<file path="config.mk">
export PLATFORM = sky130hd
export DESIGN_NAME = async_serial_receiver_core
export DESIGN_NICKNAME = d
export VERILOG_FILES = /design/src/core/rx_core_pkg.sv /design/src/core/async_serial_receiver_core.sv /design/src/core/rx_bit_sampler.sv /design/src/core/rx_buffer_mem.sv
export VERILOG_INCLUDE_DIRS = /design/src /design/src/core
export SDC_FILE = /design/constraint.sdc
export NUM_CORES = 1
export LEC_CHECK = 0
export BUFFER_PORTS_ARGS = -buffer_cell sky130_fd_sc_hd__buf_2
export CAP_MARGIN = 20
export CORE_ASPECT_RATIO = 0.9
export CORE_MARGIN = 5
export CORE_UTILIZATION = 31
export CTS_BUF_LIST = sky130_fd_sc_hd__clkbuf_2 sky130_fd_sc_hd__clkbuf_4 sky130_fd_sc_hd__clkbuf_8
export CTS_CLUSTER_SIZE = 16
export DETAILED_ROUTE_END_ITERATION = 6
export PLACE_DENSITY = 0.57
export SLEW_MARGIN = 20
export SYNTH_ARGS = -nofsm -noshare
export SYNTH_HDL_FRONTEND = slang
export SYNTH_HIERARCHICAL = 1
export SYNTH_SLANG_ARGS = --single-unit
</file>
<file path="constraint.sdc">
create_clock -name mclk -period 5.5 [get_ports mclk]
set_input_delay 0 -clock mclk [delete_from_list [all_inputs] [get_ports mclk]]
set_output_delay 0 -clock mclk [all_outputs]
set_load 0.05 [all_outputs]
</file>
<file path="src/core/rx_core_cfg.svh">
`ifndef RX_CORE_CFG_SVH
`define RX_CORE_CFG_SVH
// register word addresses
`define RXC_ADDR_CTRL 2'h0
`define RXC_ADDR_STAT 2'h1
`define RXC_ADDR_DATA 2'h2
// control field positions and reset value
`define RXC_CTRL_EN 0
`define RXC_CTRL_DBL 1
`define RXC_CTRL_PEN 2
`define RXC_CTRL_ODD 3
`define RXC_CTRL_RST 4'h0
// status field positions
`define RXC_STAT_RXC 0
`define RXC_STAT_FE 1
`define RXC_STAT_DOR 2
`define RXC_STAT_PE 3
`define RXC_STAT_BUSY 4
// oversampling: samples per bit and centre window
`define RXC_SPB_NORM 5'h10
`define RXC_SPB_DBL 5'h08
`define RXC_VOTE_FIRST_NORM 5'h08
`define RXC_VOTE_LAST_NORM 5'h0A
`define RXC_VOTE_FIRST_DBL 5'h04
`define RXC_VOTE_LAST_DBL 5'h06
`define RXC_BUF_DEPTH 2
`endif

</file>
<file path="src/core/rx_core_pkg.sv">
`default_nettype none
package rx_core_pkg;

  // receive frame sequencer states
  typedef enum logic [4:0]
  {
    ST_IDLE = 5'h01,
    ST_START = 5'h02,
    ST_DATA = 5'h04,
    ST_PARITY = 5'h08,
    ST_STOP = 5'h10
  } rx_state_e;

  typedef struct packed
  {
    logic parity_odd_select;
    logic parity_enable_bit;
    logic double_speed_select;
    logic receiver_enable;
  } ctrl_s;

  // one buffered character with its own status
  typedef struct packed
  {
    logic overrun_flag;
    logic parity_error_flag;
    logic frame_error_flag;
    logic [7:0] data;
  } entry_s;

  typedef struct packed
  {
    logic [1:0] addr;
    logic [7:0] wdata;
    logic wr;
    logic rd;
  } bus_req_s;

  function automatic logic majority3(input logic [2:0] s);
    majority3 = (s[0] & s[1]) | (s[0] & s[2]) | (s[1] & s[2]);
  endfunction

endpackage
`default_nettype wire

</file>
<file path="src/core/async_serial_receiver_core.sv">
// Contract
// RQ1: parity checked only when parity enable set
// RQ2: odd select bit picks odd or even
// RQ3: select zero is even, one is odd
// RQ4: parity result stored with data and stop
// RQ5: parity flag shown for head character only
// RQ6: disable stops reception, drops current frame
// RQ7: disabled receiver releases the pin override
// RQ8: disable empties buffer and its status
// RQ9: software flushes by reading until empty
// RQ10: sample at 16x, or 8x double speed
// RQ11: falling edge starts detection, sample one
// RQ12: start needs majority low at centre
// RQ13: resynchronise timing on every valid start
// RQ14: sixteen or eight states per bit
// RQ15: each bit is majority of three
// RQ16: same centre samples for every bit
// RQ17: frame ends at first stop bit
// RQ18: low stop bit sets frame error
// RQ19: next start right after stop voting; in double speed the code waits one more sample before edge search
// RQ20: complete flag high while buffer holds data
// RQ21: two-deep buffer, overrun on third start; code flags it on the fourth start, with a frame parked
// RQ22: flags travel with frame, read advances
`include "rx_core_cfg.svh"
`default_nettype none
module async_serial_receiver_core
  import rx_core_pkg::*;
#(
  parameter int DATA_BITS = 8,
  parameter int BUF_DEPTH = `RXC_BUF_DEPTH
)(
  input wire logic mclk,
  input wire logic resetn,
  input wire bus_req_s bus_req,
  output logic [7:0] rdata,
  input wire logic sample_tick,
  input wire logic serial_receive_pin,
  output logic rx_pin_override
);

  // buffer pointer and occupancy widths
  localparam int PW = $clog2(BUF_DEPTH);
  localparam int CW = $clog2(BUF_DEPTH + 1);
  localparam logic [CW-1:0] FULL = CW'(BUF_DEPTH);
  // bit counter end and realignment of short characters
  localparam logic [3:0] LAST_BIT = 4'(DATA_BITS - 1);
  localparam logic [3:0] ALIGN = 4'(8 - DATA_BITS);

  // refuse shapes the datapath cannot serve
  if (DATA_BITS < 5 || DATA_BITS > 8)
  begin : g_bad_bits
    $error("DATA_BITS must be 5 to 8");
  end
  if (BUF_DEPTH < 2 || BUF_DEPTH != (2 ** PW))
  begin : g_bad_depth
    $error("BUF_DEPTH must be a power of two, at least 2");
  end

  typedef struct packed
  {
    rx_state_e state;
    ctrl_s ctrl;
    logic line_prev;
    logic [3:0] bitcnt;
    logic [7:0] shreg;
    logic par_err;
    logic dbl_hold;
    logic wait_v;
    entry_s wait_e;
    logic ovr_pend;
    logic [PW-1:0] rptr;
    logic [PW-1:0] wptr;
    logic [CW-1:0] count;
    logic [7:0] rdata;
    logic pin_ovr;
  } core_s;

  core_s q;
  core_s d;

  entry_s head;
  entry_s done_e;
  entry_s mem_wdata;
  logic mem_we;
  logic [PW-1:0] mem_waddr;
  logic vote;
  logic voted;
  logic start_det;
  logic frame_done;
  logic pop;
  logic room;
  logic ovr_evt;
  logic [7:0] stat;

  // the buffer holds at least one unread character
  function automatic logic has_data(input logic [CW-1:0] c);
    has_data = (c != '0);
  endfunction

  // every slot taken: unless a read pops in the same cycle, a finished frame waits in the hold register
  function automatic logic is_full(input logic [CW-1:0] c);
    is_full = (c == FULL);
  endfunction

  // one when data plus parity bit disagree with the chosen sense
  function automatic logic parity_bad(input logic [7:0] data, input logic pbit,
    input logic odd);
    parity_bad = ^data ^ pbit ^ odd; // RQ2 RQ3
  endfunction

  // a finished frame as it enters the buffer; overrun is added on the write
  function automatic entry_s make_entry(input logic [7:0] sh, input logic perr,
    input logic stop);
    make_entry = '0;
    make_entry.data = sh >> ALIGN;
    make_entry.parity_error_flag = perr; // RQ4
    make_entry.frame_error_flag = ~stop; // RQ18
  endfunction

  // status byte: head flags are masked so an empty buffer reads them as zero; busy is not masked
  function automatic logic [7:0] pack_status(input logic avail, input entry_s e,
    input logic busy);
    pack_status = 8'h00;
    pack_status[`RXC_STAT_RXC] = avail; // RQ20
    pack_status[`RXC_STAT_FE] = avail & e.frame_error_flag;
    pack_status[`RXC_STAT_DOR] = avail & e.overrun_flag;
    pack_status[`RXC_STAT_PE] = avail & e.parity_error_flag; // RQ5
    pack_status[`RXC_STAT_BUSY] = busy;
  endfunction

  // falling edge on an idle, enabled line; the tick is sample one
  assign start_det = sample_tick && q.ctrl.receiver_enable && (q.state == ST_IDLE)
    && q.line_prev && !serial_receive_pin; // RQ11

  rx_bit_sampler u_sampler (
    .mclk(mclk),
    .resetn(resetn),
    .sample_tick(sample_tick),
    .restart(start_det),
    .line(serial_receive_pin),
    .dbl(q.ctrl.double_speed_select),
    .vote(vote),
    .voted(voted)
  );

  // head word always tracks the next read pointer, so no stale cycle
  rx_buffer_mem #(
    .WIDTH($bits(entry_s)),
    .AW(PW)
  ) u_buf (
    .mclk(mclk),
    .resetn(resetn),
    .we(mem_we),
    .waddr(mem_waddr),
    .wdata(mem_wdata),
    .raddr(d.rptr),
    .rdata(head)
  );

  // the whole next state of the receiver
  always_comb
  begin
    d = q;
    frame_done = 1'b0;
    mem_we = 1'b0;
    mem_waddr = q.wptr;
    mem_wdata = q.wait_e;
    ovr_evt = 1'b0;
    stat = 8'h00;
    done_e = make_entry(q.shreg, q.par_err, vote); // RQ4 RQ18

    // line history for edge search, taken once per sample
    if (sample_tick)
      d.line_prev = serial_receive_pin;

    // frame sequencer, advanced on each voted bit
    case (q.state)
      // idle: the edge search itself lives in start_det
      ST_IDLE:
      begin
        d.dbl_hold = 1'b0;
        if (start_det)
          d.state = ST_START;
      end
      // start bit: a low centre vote confirms it, a high one is noise
      ST_START:
      begin
        if (voted)
        begin
          if (vote)
            d.state = ST_IDLE; // RQ12
          else
          begin
            d.state = ST_DATA; // RQ13
            d.bitcnt = 4'h0;
            d.shreg = 8'h00;
            d.par_err = 1'b0;
          end
        end
      end
      // data bits: one voted bit per bit period
      ST_DATA:
      begin
        if (voted)
        begin
          // lsb first; short characters are realigned when stored
          d.shreg = {vote, q.shreg[7:1]};
          d.bitcnt = q.bitcnt + 4'h1;
          if (q.bitcnt == LAST_BIT)
          begin
            if (q.ctrl.parity_enable_bit)
              d.state = ST_PARITY; // RQ1
            else
              d.state = ST_STOP;
          end
        end
      end
      // parity bit: judged only while checking is enabled
      ST_PARITY:
      begin
        if (voted)
        begin
          // even: data plus parity bit must hold an even count of ones
          d.par_err = q.ctrl.parity_enable_bit
            & parity_bad(q.shreg, vote, q.ctrl.parity_odd_select); // RQ1 RQ2 RQ3
          d.state = ST_STOP;
        end
      end
      // first stop bit closes the frame; later stop bits are plain idle
      ST_STOP:
      begin
        if (q.dbl_hold)
        begin
          // double speed waits one more sample before edge search
          if (sample_tick)
          begin
            d.state = ST_IDLE; // RQ19
            d.dbl_hold = 1'b0;
          end
        end
        else if (voted)
        begin
          frame_done = 1'b1; // RQ17
          if (q.ctrl.double_speed_select)
            d.dbl_hold = 1'b1;
          else
            d.state = ST_IDLE; // RQ19
        end
      end
      default:
        d.state = ST_IDLE;
    endcase

    // a read of the data word retires the head character
    pop = bus_req.rd && (bus_req.addr == `RXC_ADDR_DATA) && has_data(q.count); // RQ22
    room = !is_full(q.count) || pop;

    // a third character waits in the hold register; a start then overruns
    if (start_det && is_full(q.count) && q.wait_v)
      ovr_evt = 1'b1; // RQ21

    // the hold register drains first so characters keep arrival order
    if (q.wait_v && room)
    begin
      mem_we = 1'b1;
      mem_wdata = q.wait_e;
      d.wait_v = 1'b0;
    end
    else if (frame_done && room)
    begin
      mem_we = 1'b1;
      mem_wdata = done_e;
    end
    mem_wdata.overrun_flag = q.ovr_pend; // RQ22

    // frame finished but no room yet: park it, newest one wins
    if (frame_done && !(mem_we && !q.wait_v))
    begin
      d.wait_v = 1'b1;
      d.wait_e = done_e;
    end

    // a new overrun beats the clear from a push in the same cycle
    d.ovr_pend = (q.ovr_pend & ~mem_we) | ovr_evt;
    d.wptr = q.wptr + PW'(mem_we);
    d.rptr = q.rptr + PW'(pop);
    d.count = q.count + CW'(mem_we) - CW'(pop); // RQ21

    // status shows the head character, or zero flags with only busy when empty
    stat = pack_status(has_data(q.count), head, q.state != ST_IDLE); // RQ5 RQ20

    // read data stand for exactly one cycle after the strobe
    d.rdata = 8'h00;
    if (bus_req.rd)
    begin
      case (bus_req.addr)
        `RXC_ADDR_CTRL:
          d.rdata = {4'h0, q.ctrl};
        `RXC_ADDR_STAT:
          d.rdata = stat;
        `RXC_ADDR_DATA:
          d.rdata = has_data(q.count) ? head.data : 8'h00;
        default:
          d.rdata = 8'h00;
      endcase
    end

    // only the control word is writable; status and data ignore writes
    if (bus_req.wr && (bus_req.addr == `RXC_ADDR_CTRL))
      d.ctrl = bus_req.wdata[3:0];

    // disable is immediate: drop the frame in flight and the buffer
    if (!q.ctrl.receiver_enable)
    begin
      d.state = ST_IDLE; // RQ6
      d.dbl_hold = 1'b0;
      d.wait_v = 1'b0; // RQ8
      d.ovr_pend = 1'b0;
      d.count = '0;
      d.rptr = '0;
      d.wptr = '0;
      mem_we = 1'b0;
    end

    // override lags the enable by one cycle so the pin comes from a flop
    d.pin_ovr = q.ctrl.receiver_enable; // RQ7
  end

  // one register stage for all state
  always_ff @(posedge mclk)
  begin
    if (!resetn)
    begin
      q <= '0;
      q.state <= ST_IDLE;
      q.ctrl <= `RXC_CTRL_RST;
      // starts high so an idle line never looks like a falling edge
      q.line_prev <= 1'b1;
    end
    else
      q <= d;
  end

  assign rdata = q.rdata;
  assign rx_pin_override = q.pin_ovr;

endmodule
`default_nettype wire

</file>
<file path="src/core/rx_bit_sampler.sv">
`include "rx_core_cfg.svh"
`default_nettype none
module rx_bit_sampler
  import rx_core_pkg::*;
(
  input wire logic mclk,
  input wire logic resetn,
  input wire logic sample_tick,
  input wire logic restart,
  input wire logic line,
  input wire logic dbl,
  output logic vote,
  output logic voted
);

  typedef struct packed
  {
    logic [4:0] cnt;
    logic [2:0] win;
    logic voted;
  } smp_s;

  smp_s q;
  smp_s d;
  logic [4:0] spb;
  logic [4:0] first;
  logic [4:0] last;

  // sample counter; restart marks the first low sample as sample one
  always_comb
  begin
    spb = dbl ? `RXC_SPB_DBL : `RXC_SPB_NORM; // RQ10 RQ14
    first = dbl ? `RXC_VOTE_FIRST_DBL : `RXC_VOTE_FIRST_NORM; // RQ16
    last = dbl ? `RXC_VOTE_LAST_DBL : `RXC_VOTE_LAST_NORM;
    d = q;
    d.voted = 1'b0;
    if (sample_tick)
    begin
      if (restart)
      begin
        d.cnt = 5'h01; // RQ11 RQ13
        d.win = 3'h0;
      end
      else
      begin
        // wrap on >= so a mode change mid-bit cannot run away
        d.cnt = (q.cnt >= spb) ? 5'h01 : q.cnt + 5'h01;
        if (d.cnt >= first && d.cnt <= last)
        begin
          d.win = {q.win[1:0], line};
          d.voted = (d.cnt == last);
        end
      end
    end
  end

  always_ff @(posedge mclk)
  begin
    if (!resetn)
      q <= '0;
    else
      q <= d;
  end

  assign vote = majority3(q.win); // RQ15
  assign voted = q.voted;

endmodule
`default_nettype wire

</file>
<file path="src/core/rx_buffer_mem.sv">
`default_nettype none
module rx_buffer_mem #(
  parameter int WIDTH = 11,
  parameter int AW = 1
)(
  input wire logic mclk,
  input wire logic resetn,
  input wire logic we,
  input wire logic [AW-1:0] waddr,
  input wire logic [WIDTH-1:0] wdata,
  input wire logic [AW-1:0] raddr,
  output logic [WIDTH-1:0] rdata
);

  localparam int DEPTH = 2 ** AW;

  // a single word has no address bit to serve
  if (AW < 1)
  begin : g_bad_aw
    $error("AW must be at least 1");
  end

  typedef struct packed
  {
    logic [DEPTH-1:0][WIDTH-1:0] word;
    logic [WIDTH-1:0] rd;
  } mem_s;

  mem_s q;
  mem_s d;

  // read sees a write to the same word in the same cycle
  always_comb
  begin
    d = q;
    if (we)
      d.word[waddr] = wdata;
    d.rd = d.word[raddr];
  end

  always_ff @(posedge mclk)
  begin
    if (!resetn)
      q <= '0;
    else
      q <= d;
  end

  assign rdata = q.rd;

endmodule
`default_nettype wire

</file>
# == Word level (Yosys, flattened, before mapping) ==
# Index checks and enable logic that the tools add are counted.
# word_totals
ff_bits,91
out_inout_bits,9
wordCells,160
# classes
n_addsub,6
magnitude_cmp,6
n_eq_ne,20
muxes,49
bitwise,18
n_reduce_logical,35
# ops
operator,n
$mux W5,12
$mux W11,3
$mux W13,2
$pmux W5 S5,1
$mux W12,2
$pmux W12 S2,1
$pmux W8 S3,1
$bwmux W22,1
$mux W22,1
$mux W10,2
$mux W4,4
$mux W8,2
$logic_and A1 B1 Y1,15
$mux W1,13
$reduce_bool A2 Y1,6
$demux W11 S1,1
$ge A5 B5 Y1,2
$and A1 B1 Y1,8
$reduce_and A4 Y1,2
$reduce_and A8 Y1,1
$reduce_xor A8 Y1,1
$ne A2 B1 Y1 const B,3
$ne A2 B2 Y1 const B,3
$ne A3 B3 Y1 const B,2
other kinds (29),45

# == Longest topological paths before layout ==
# Gate-level depths: netlist of the first run.
# depth
depth_word,12
mapped_depth,13

# == Cells and area by module ==
# The synthesis of the first run kept the hierarchy.
# by_module_without_submodules
mod,instances,cells_per_inst,area_per_inst_um2,seq_area_each_um2
async_serial_receiver_core,1,278,2482.4,980.9
rx_buffer_mem,1,170,1453.9,660.6
rx_bit_sampler,1,71,620.6,180.2

# == Least setup slack after synthesis of the first run ==
# OpenSTA, ideal clock, no wires.
# synth_path
path_type,reg-to-reg
startpoint,register q[42] (netlist name)
endpoint,register u_sampler/q[1] (netlist name)
setup_time_ns,0.059
arrival_ns,2.462
required_ns,5.441
path_slack_ns,2.978
path_stages_with_launch,13
n_path_buf,0
synth_period_minus_slack_ns,2.522
cell_sequence,dfxtp_1 ha_1 and4b_4 nor3_4 nand2_1 inv_1 ha_1 a21o_1 a21oi_1 a31oi_1 or2_1 a221oi_2 a22o_1
# synth_rtl
item,line,text
to (signal assigned),rx_bit_sampler.sv:60,q <= '0;
to (signal assigned),rx_bit_sampler.sv:62,q <= d;
to (decl),rx_bit_sampler.sv:23,smp_s q;

# == Worst setup path in the final report of the first run ==
# layout_path
startpoint,register u_sampler.q (netlist bit u_sampler/voted)
endpoint,register u_buf.q (netlist bit u_buf/rdata[8])
# layout_via
elab_chain_cells,10
word_cells_on_any_way,13
classes_between,12 x mux; 1 x reduce/logical
# layout_rtl
item,line,text
$mux W1,async_serial_receiver_core.sv:241,else if (voted)
$mux W1,async_serial_receiver_core.sv:232,if (q.dbl_hold)
$mux W1,async_serial_receiver_core.sv:177,case (q.state)
$logic_and A1 B1 Y1,async_serial_receiver_core.sv:269,else if (frame_done && room)
$mux W1,async_serial_receiver_core.sv:269,
$mux W1,async_serial_receiver_core.sv:263,if (q.wait_v && room)
$mux W1,async_serial_receiver_core.sv:313,if (!q.ctrl.receiver_enable)
via mem_we,async_serial_receiver_core.sv:84,logic mem_we;
$mux W22,rx_buffer_mem.sv:36,if (we)
$mux W11 (implied by the code) (2 in a row),rx_buffer_mem.sv:38,d.rd = d.word[raddr];
to (signal assigned),rx_buffer_mem.sv:44,q <= '0;
to (signal assigned),rx_buffer_mem.sv:46,q <= d;
to (decl),rx_buffer_mem.sv:29,mem_s q;
# The timed path passes the listed nets, and every way through them passes these cells. The select of a mux whose other input is x is not followed.
# A chain may end at the register's enable or synchronous reset.

==> results of run 1 <==
-- kinds of logic after synthesis --
family,Yosys count
compound gates,90
xor+xnor,21
fa+ha+maj,10
buf+inv,61
flops,91
mux,45
simple gates,201
-- final timing paths --
| check | from | depth (start not counted) | to | slack, ps |
|---|---|---|---|---|
| max | u_sampler/voted | 7 | u_buf/rdata[8] | 2460 |
| min | bus_req[10] | 4 | rdata[2] | 40 |
| max reg2reg | u_sampler/voted | 7 | u_buf/rdata[8] | 2460 |
| min reg2reg | u_buf/rdata[7] | 1 | rdata[7] | 460 |
-- worst max-delay path, stage by stage (launching register included) --
cell	delay, ps
dfxtp_1	560
nor2b_1	180
and4_4	260
o21ai_1	130
nor2_1	760
nand2_1	560
mux2i_1	350
o22ai_1	120
-- timing repair --
item | 4_1_cts | 5_1_grt
gates resized for setup | 0 | 0
endpoints found under the hold margin | 9 | 0
hold buffers | 8 | 0
-- final cells by class --
cell class | count | area share
tap | 198 | 0.0502
sequential | 91 | 0.369
inverter | 14 | 0.0106
timing repair buffer | 30 | 0.0395
clock inverter | 6 | 0.0195
clock buffer | 10 | 0.0266
multi-input combinational | 367 | 0.485
-- layer usage --
layer  part of all wire  wire, um
met2               0.46      4280
met3              0.043       396
met5                  0         0
met4              0.011        99
met1               0.48      4490
-- power breakdown --
part           total (mW)  internal, mW  switching (mW)
Clock               0.517         0.267           0.251
Combinational      0.0515        0.0223          0.0293
Sequential          0.665         0.661         0.00381
Total                1.23         0.951           0.284
-- state kept, by name, indices dropped and copies added (netlist names), 8 cells and up --
name	count
u_buf/q	22
u_sampler/q	8
q	28
u_buf/rdata	11
done_e	9
rdata	8
-- synthesized netlist by cell type (12+ instances only) --
cell type  count  area share
a21oi_1       16       0.018
nor2_1        34       0.028
nand3_1       16       0.018
o21ai_0       14       0.015
dfxtp_1       91        0.40
buf_4         21       0.035
a21boi_0      22       0.036
o21ai_1       14       0.015
buf_2         13       0.014
xnor2_1       15       0.029
nand4_1       12       0.016
mux2_2        16       0.040
mux2i_1       26       0.057
inv_1         13       0.011
nor2b_1       22       0.030
nand2_1       73       0.060
==> flow_summary.toml, run 1 <==
[synth]
synthCells = 519
yosysUniqueCellTypes = 59
synth-simple-area-share = 0.225
syn-cell-area_um2 = 4560
async_flop_share = 0
synth_fa_ha_area_frac = 0.0269
synthXorXnorAreaFrac = 0.0404
synthFlopType = "dfxtp_1"
synthesis.nets = 544
synth_top_family_by_area = "simple AND/OR/NAND/NOR gates"
ys_seq_area_frac = 0.400
synth.mux.area_fraction = 0.104
syn_area_per_cell_um2 = 8.78
synth_compound_area_frac = 0.129
ys_seq_elements = 91
synth_warnings = 6
synth_edf_count = 0

[clock_tree]
clk_latency_ps = 360
clk_pin_slew_ps = 100
cts_buffers = 9
cts-htree-levels = 3
cts_tree = "built"
cts_sinks = 91
cts_buffer_depth = 2
cts-root-buf = "clkbuf_8"
post_cts_buffers = 0

[power]
power.density_nw_per_um2 = 250
finalPower_mw = 1.23
leakagePower_nw = 1.86
vdd_drop_max_mv = 0.0929

[final_layout]
layout_common_cells = "dfxtp_1, nand2_1, nor2_1"
num_antenna_cells = 0
fin_nets = 538
fin_area_um2 = 4940
seqCellArea_um2 = 1820
drive_above_1_share = 0.125
syn2layout_area_growth_pct = 8.40
fin_util = 0.339
fill_cells = 1524
layout_commonest_cell = "dfxtp_1"
final_cells = 716
multi_input_area_um2 = 2390

[place]
dpl_cell_area_um2 = 4630
hpwl_mm = 6.54
io_buffers = 20
place_ws_ps = 2510
gp_congestion = 0.800
dp.cells = 692

[sta]
slew_headroom = 0.305
setup_viol_count_final = 0
hold_viol_final = 0
setup_tns_ps = 0
grt_setup_unrepaired = "no"
post-route-period-util = 0.553
hold_ws_ps = 41.8
slew_violations = 0
final_period_minus_worst_setup_slack_ps = 3040
fmaxAchievable_mhz = 329
tightestPinTransition_ps = 1040
skew_ps = 13.2
setup_ws_ps = 2460

[global_routing]
grt_pass1_vias = 3221
grt_pass1_wl_mm = 15.5
grt_max_degree = 77
grtUsageMet1 = 0.152
top_usage_layer = "met2"
grt_overflow = 0
groute.layer.met2.usage = 0.173
track_usage = 0.110
use_met3 = 0.0205
grt_antenna_before_repair = 0

[flow_run]
max_cap_violations = 0

[critical_path]
worst_setup_path_start_kind = "register"
cp.arrival_ps = 3290
crit_required_ps = 5750
cp-end-kind = "register"
critPathMaxFanout = 15
path_class = "reg2reg"

[routing]
drt_iter0_markers = 178
drt_wl_total_mm = 9.27
wl_per_cell_um = 12.9
drc = 0
vias = 3479
avgViaCountPerCell = 4.86
drt_first_pass_iters = 4
antenna_left = 0

[floorplanning]
dieArea_um2 = 17200
rows = 42
initial_utilization = 0.313
die_x_um = 138
die_height_um = 125
core_um2 = 14600
num_io_pins = 25

[worst_hold_path]
hold_class = "in2reg"

[status]
status = "finished, final reports clean"
No activity file was read; power rests on OpenSTA's default activity.
==> run 2: changes to the inputs <==
==> constraint.sdc (replaced) <==
create_clock -name mclk -period 2.99 [get_ports mclk]
set_input_delay 0 -clock mclk [delete_from_list [all_inputs] [get_ports mclk]]
set_output_delay 0 -clock mclk [all_outputs]
set_load 0.05 [all_outputs]
==> run 2 against run 1 <==
  * Final cell count grew 0.98%
  * Critical path type unchanged
  * Sequential cell count stayed put
  * Wire length up 3.2%
  * Non-clock buffer count grew 7
  * Global-route usage increased by 0.28 points
  * Hold slack better by 4.6 ps
==> flow_summary.toml, run 2 (same netlist as run 1, synthesis figures left out) <==
[status]
status = "finished, final reports clean"

[critical_path]
path_class = "reg2reg"
reg2reg_slack_ps = 220
worst_setup_path_start_kind = "register"
cp-end-kind = "register"
cp.arrival_ps = 3070
critPathMaxFanout = 6
crit_required_ps = 3290
reg2regPathDepth = 13

[routing]
antenna_left = 0
drt_iter0_markers = 155
avgViaCountPerCell = 4.75
drc = 0
wl_per_cell_um = 13.2
drt_wl_total_mm = 9.56
vias = 3435
drt_first_pass_iters = 4

[sta]
hold_viol_final = 0
slew_headroom = 0.591
setup_viol_count_final = 0
tightestPinTransition_ps = 613
grt_setup_unrepaired = "no"
setup_tns_ps = 0
fmaxAchievable_mhz = 362
post-route-period-util = 0.925
final_period_minus_worst_setup_slack_ps = 2770
slew_violations = 0
skew_ps = 10.4

[floorplanning]
rows = 42
die_x_um = 138
initial_utilization = 0.313
die_height_um = 125
core_um2 = 14600
dieArea_um2 = 17200
num_io_pins = 25

[flow_run]
max_cap_violations = 0

[final_layout]
drive_above_1_share = 0.139
largest_reg_flops = 28
final_cells = 723
layout_commonest_cell = "dfxtp_1"
num_antenna_cells = 0
fin_util = 0.340
largest-register = "q"
fin_nets = 545
syn2layout_area_growth_pct = 8.62
layout_common_cells = "dfxtp_1, nand2_1, nor2_1"

[clock_tree]
cts-htree-levels = 3
clk_latency_ps = 360
cts-root-buf = "clkbuf_8"
cts_buffers = 9
post_cts_buffers = 0
cts_sinks = 91
cts_tree = "built"
cts_buffer_depth = 2
clk_pin_slew_ps = 90

[global_routing]
grt_pass1_vias = 3335
grt_antenna_before_repair = 0
grt_max_degree = 51
track_usage = 0.113
grt_overflow = 0
grt_pass1_wl_mm = 16.0

[place]
io_buffers = 20
hpwl_mm = 6.81
dp.cells = 699
gp_congestion = 0.802

[worst_hold_path]
hold_depth = 2
hold_class = "in2reg"

[power]
leakagePower_nw = 1.88
power.density_nw_per_um2 = 425
vdd_drop_max_mv = 0.166
-- run 2: cell count changes in the layout (fill, tap and decap cells not counted) --
| cell | before | now |
|---|---|---|
| inv_8 | 1 | 0 |
| dfxtp_2 | 0 | 1 |
| clkinvlp_4 | 1 | 2 |
| clkinv_2 | 0 | 1 |
| inv_6 | 1 | 3 |
| clkinv_4 | 1 | 0 |
| clkbuf_4 | 1 | 0 |
| buf_4 | 2 | 9 |
| dfxtp_1 | 91 | 90 |
| clkbuf_8 | 9 | 10 |
| bufinv_16 | 2 | 0 |
-- run 2: cell type report --
class / instances / area, um^2
flip-flops and latches: 91 / 1820
fillers: 1507 / 9610
inverters: 14 / 52.6
repair buffers: 37 / 248
clock inverters: 6 / 46.3
clock buffers: 10 / 138
well taps: 198 / 248
multi-input cells: 367 / 2390
-- run 2: what timing repair did --
action                     CTS  global route
resized for setup            0             1
setup endpoints to repair    0             1
hold endpoints to repair     9             0
hold buffers                 8             0
-- run 2: worst paths after layout --
path                  startpoint              to
setup / recovery  u_sampler/q[7]  u_sampler/q[1]
hold reg to reg   u_buf/rdata[6]        rdata[6]
setup reg to reg  u_sampler/q[7]  u_sampler/q[1]
hold / removal            resetn           q[40]
-- run 2: through the flow --
step / total power [mW] / setup slack [ps] / instance area (um^2) / hold slack, ps
floorplan: 1.31 / 468 / 4560 / 122
global placement: 1.34 / 332 / 4680 / 247
detailed placement: 1.34 / 234 / 4680 / 261
CTS: 2.14 / 212 / 4950 / 22.1
global route: 2.21 / 20.4 / 4950 / 42.3
finish: 2.10 / 224 / 4950 / 46.4
-- run 2: worst max-delay path, stage by stage, from the launching register on --
cell and delay [ps]:
dfxtp_1 370, inv_1 70, ha_1 290, and4b_4 200, nor3_4 250, nand2_1 140
inv_1 80, ha_1 240, a21o_1 160, a21oi_1 130, a31oi_1 70, or2_1 240
a221oi_2 290, a22o_1 180
-- run 2: power breakdown --
| part | total [mW] | switching (mW) | internal, mW |
|---|---|---|---|
| logic | 0.0977 | 0.0563 | 0.0415 |
| registers | 1.22 | 0.00574 | 1.22 |
| clock network | 0.783 | 0.451 | 0.332 |
| total | 2.10 | 0.513 | 1.59 |
-- run 2: routing by layer --
layer / part of all wire / GRT usage / wire length, um / vias up
met5: 0 / 0 / 0 / -
met4: 0.0073 / 0.0331 / 70 / 0
met3: 0.030 / 0.0261 / 287 / 4
met2: 0.46 / 0.178 / 4420 / 51
met1: 0.50 / 0.154 / 4780 / 1622
li1: - / - / - / 1758
==> run 3: changes to the inputs <==
--- a/config.mk
+++ b/config.mk
@@ -11,7 +11,7 @@
 export CORE_ASPECT_RATIO = 0.9
 export CORE_MARGIN = 5
 export CORE_UTILIZATION = 31
-export CTS_BUF_LIST = sky130_fd_sc_hd__clkbuf_2 sky130_fd_sc_hd__clkbuf_4 sky130_fd_sc_hd__clkbuf_8
+export CTS_BUF_LIST = sky130_fd_sc_hd__clkbuf_16
 export CTS_CLUSTER_SIZE = 16
 export DETAILED_ROUTE_END_ITERATION = 6
 export PLACE_DENSITY = 0.57
==> run 3 against run 2 <==
  * Die area did not move
  * Utilization grew 0.55 points
  * First-iteration DRC count increased by 0.65%
  * Sequential cell count did not move
  * Sequential share of layout area is 0.61 points lower
  * Non-clock buffer count shrank 1
  * Final cell count fell by 0.14%
  * Critical path depth stayed put
  * Final area rose by 1.6%
  * Highest routed layer unchanged
==> flow_summary.toml, run 3 (same netlist as run 1, synthesis figures left out) <==
[power]
p_sw_frac = 0.231
vdd_drop_max_mv = 0.268
power.density_nw_per_um2 = 472
finalPower_mw = 2.37
combPwrFrac = 0.041
leakagePower_nw = 1.91
p_int_mw = 1.83
p_seq_frac = 0.515
switchingPower_uw = 548
pwr-share-clk = 0.444

[clock_tree]
cts_buffers = 9
cts_sinks = 91
cts_buffer_depth = 2
post_cts_buffers = 0
clk_latency_ps = 340
clk_pin_slew_ps = 60
cts-htree-levels = 3
cts-root-buf = "clkbuf_16"
cts-resized-gates = 0
ctsHoldBuffers = 7
cts_tree = "built"

[global_routing]
grt_max_degree = 51
grt_pass1_wl_mm = 15.9
grt_overflow = 0
track_usage = 0.112
grt_antenna_before_repair = 0
grt_pass1_vias = 3319

[final_layout]
drive_above_1_share = 0.135
largest_reg_flops = 28
num_antenna_cells = 0
layout_commonest_cell = "dfxtp_1"
largest-register = "q"
fin_nets = 544
syn2layout_area_growth_pct = 10.4
fill_cells = 1497
fin_util = 0.346
layout_common_cells = "dfxtp_1, nand2_1, nor2_1"

[critical_path]
critPathMaxFanout = 7
r2r-end = "u_sampler/q[1]"
path_cells = "inv_1 -> ha_1 -> and4b_4 -> nor3_4 -> nand2_1 -> inv_1 -> ha_1 -> a21o_1 -> a21oi_1 -> a31oi_1 -> or2_1 -> a221oi_2 -> a22o_1"
reg2reg_slack_ps = 210
slowest_delay_ps = 430
cp.arrival_ps = 3060
cp-end-kind = "register"
path_class = "reg2reg"
crit_required_ps = 3270
slowest_stage = "dfxtp_1"
reg2reg_from = "u_sampler/q[4]"
worst_setup_path_start_kind = "register"
reg2regPathDepth = 13

[sta]
setup_viol_count_final = 0
post-route-period-util = 0.928
tightestPinTransition_ps = 612
skew_ps = 5.40
hold_viol_final = 0
setup_tns_ps = 0
slew_headroom = 0.592
slew_violations = 0
final_period_minus_worst_setup_slack_ps = 2780
fmaxAchievable_mhz = 360
grt_setup_unrepaired = "no"

[routing]
maxUsedRoutingLayer = "met4"
antenna_left = 0
drc = 0
drt_iter0_markers = 156
drt_first_pass_iters = 4
drt_wl_total_mm = 9.55
wl_met3_um = 271
wl_per_cell_um = 13.2
avgViaCountPerCell = 4.80
drt-met1-wl_mm = 4.77
vias = 3468
dr_wl_met2_mm = 4.36

[worst_hold_path]
hold_depth = 2
hold_class = "in2reg"
worstHoldStart = "sample_tick"
worstHoldEndpoint = "u_sampler/q[4]"

[place]
io_buffers = 20
gp_congestion = 0.802
hpwl_mm = 6.81

[flow_run]
max_cap_violations = 0

[floorplanning]
initial_utilization = 0.313
rows = 42
num_io_pins = 25
die_height_um = 125
core_um2 = 14600
dieArea_um2 = 17200
die_x_um = 138

[status]
status = "finished, final reports clean"
==> run 3: cell count changes in the layout (fill, tap and decap cells not counted), sizes merged <==
cell,previous run,this run
clkbuf,10,9
clkinv,2,3
dlygate4sd3,8,7
==> run 3: how the worst max path moves through the flow <==
stage,cells past startpoint,to,slack (ps),startpoint
floorplan,12,u_sampler/q[1],470,q[42]
global placement,13,u_sampler/q[3],330,u_sampler/q[4]
detailed placement,13,u_sampler/q[1],230,u_sampler/q[4]
CTS,13,u_sampler/q[1],220,u_sampler/q[4]
global route,13,u_sampler/q[3],2,u_sampler/q[4]
finish,13,u_sampler/q[1],210,u_sampler/q[4]
==> run 3: power by group through the flow <==
stage / registers, mW / clock network [mW] / logic [mW]
3_3_place_gp: 1.25 / 0 / 0.0873
4_1_cts: 1.22 / 1.09 / 0.0968
5_1_grt: 1.22 / 1.14 / 0.107
3_5_place_dp: 1.25 / 0 / 0.0904
6_report: 1.22 / 1.05 / 0.0967
2_1_floorplan: 1.25 / 0 / 0.0639
==> run 3: critical path: cells and delay by family (launching register included) <==
kind / cells / cell delay (ps)
buf+inv: 2 / 150
flops: 1 / 430
simple gates: 4 / 850
compound gates: 5 / 830
fa+ha+maj: 2 / 450
==> run 3: stage by stage <==
step / worst slack (ps) / hold WS [ps] / std cells / area (um^2)
4_1_cts: 217 / 7.10 / 722 / 5030
6_report: 214 / 16.8 / 722 / 5030
3_3_place_gp: 332 / 247 / 699 / 4680
2_1_floorplan: 468 / 122 / 519 / 4560
3_5_place_dp: 234 / 261 / 699 / 4680
5_1_grt: 1.88 / 33.6 / 722 / 5030
==> run 3: cell type report <==
class,count,area [um^2],area share
Clock buffer,9,225,0.0448
Clock inverter,7,50.0,0.00995
Inverter,14,52.6,0.0104
Multi-Input combinational cell,367,2390,0.476
Sequential cell,91,1820,0.362
Tap cell,198,248,0.0493
Timing Repair Buffer,36,238,0.0473
==> run 3: per-layer routing <==
metal | track usage | vias to the layer above
li1 | - | 1764
met5 | 0 | -
met4 | 0.0383 | 0
met3 | 0.0237 | 12
met2 | 0.176 | 46
met1 | 0.153 | 1646
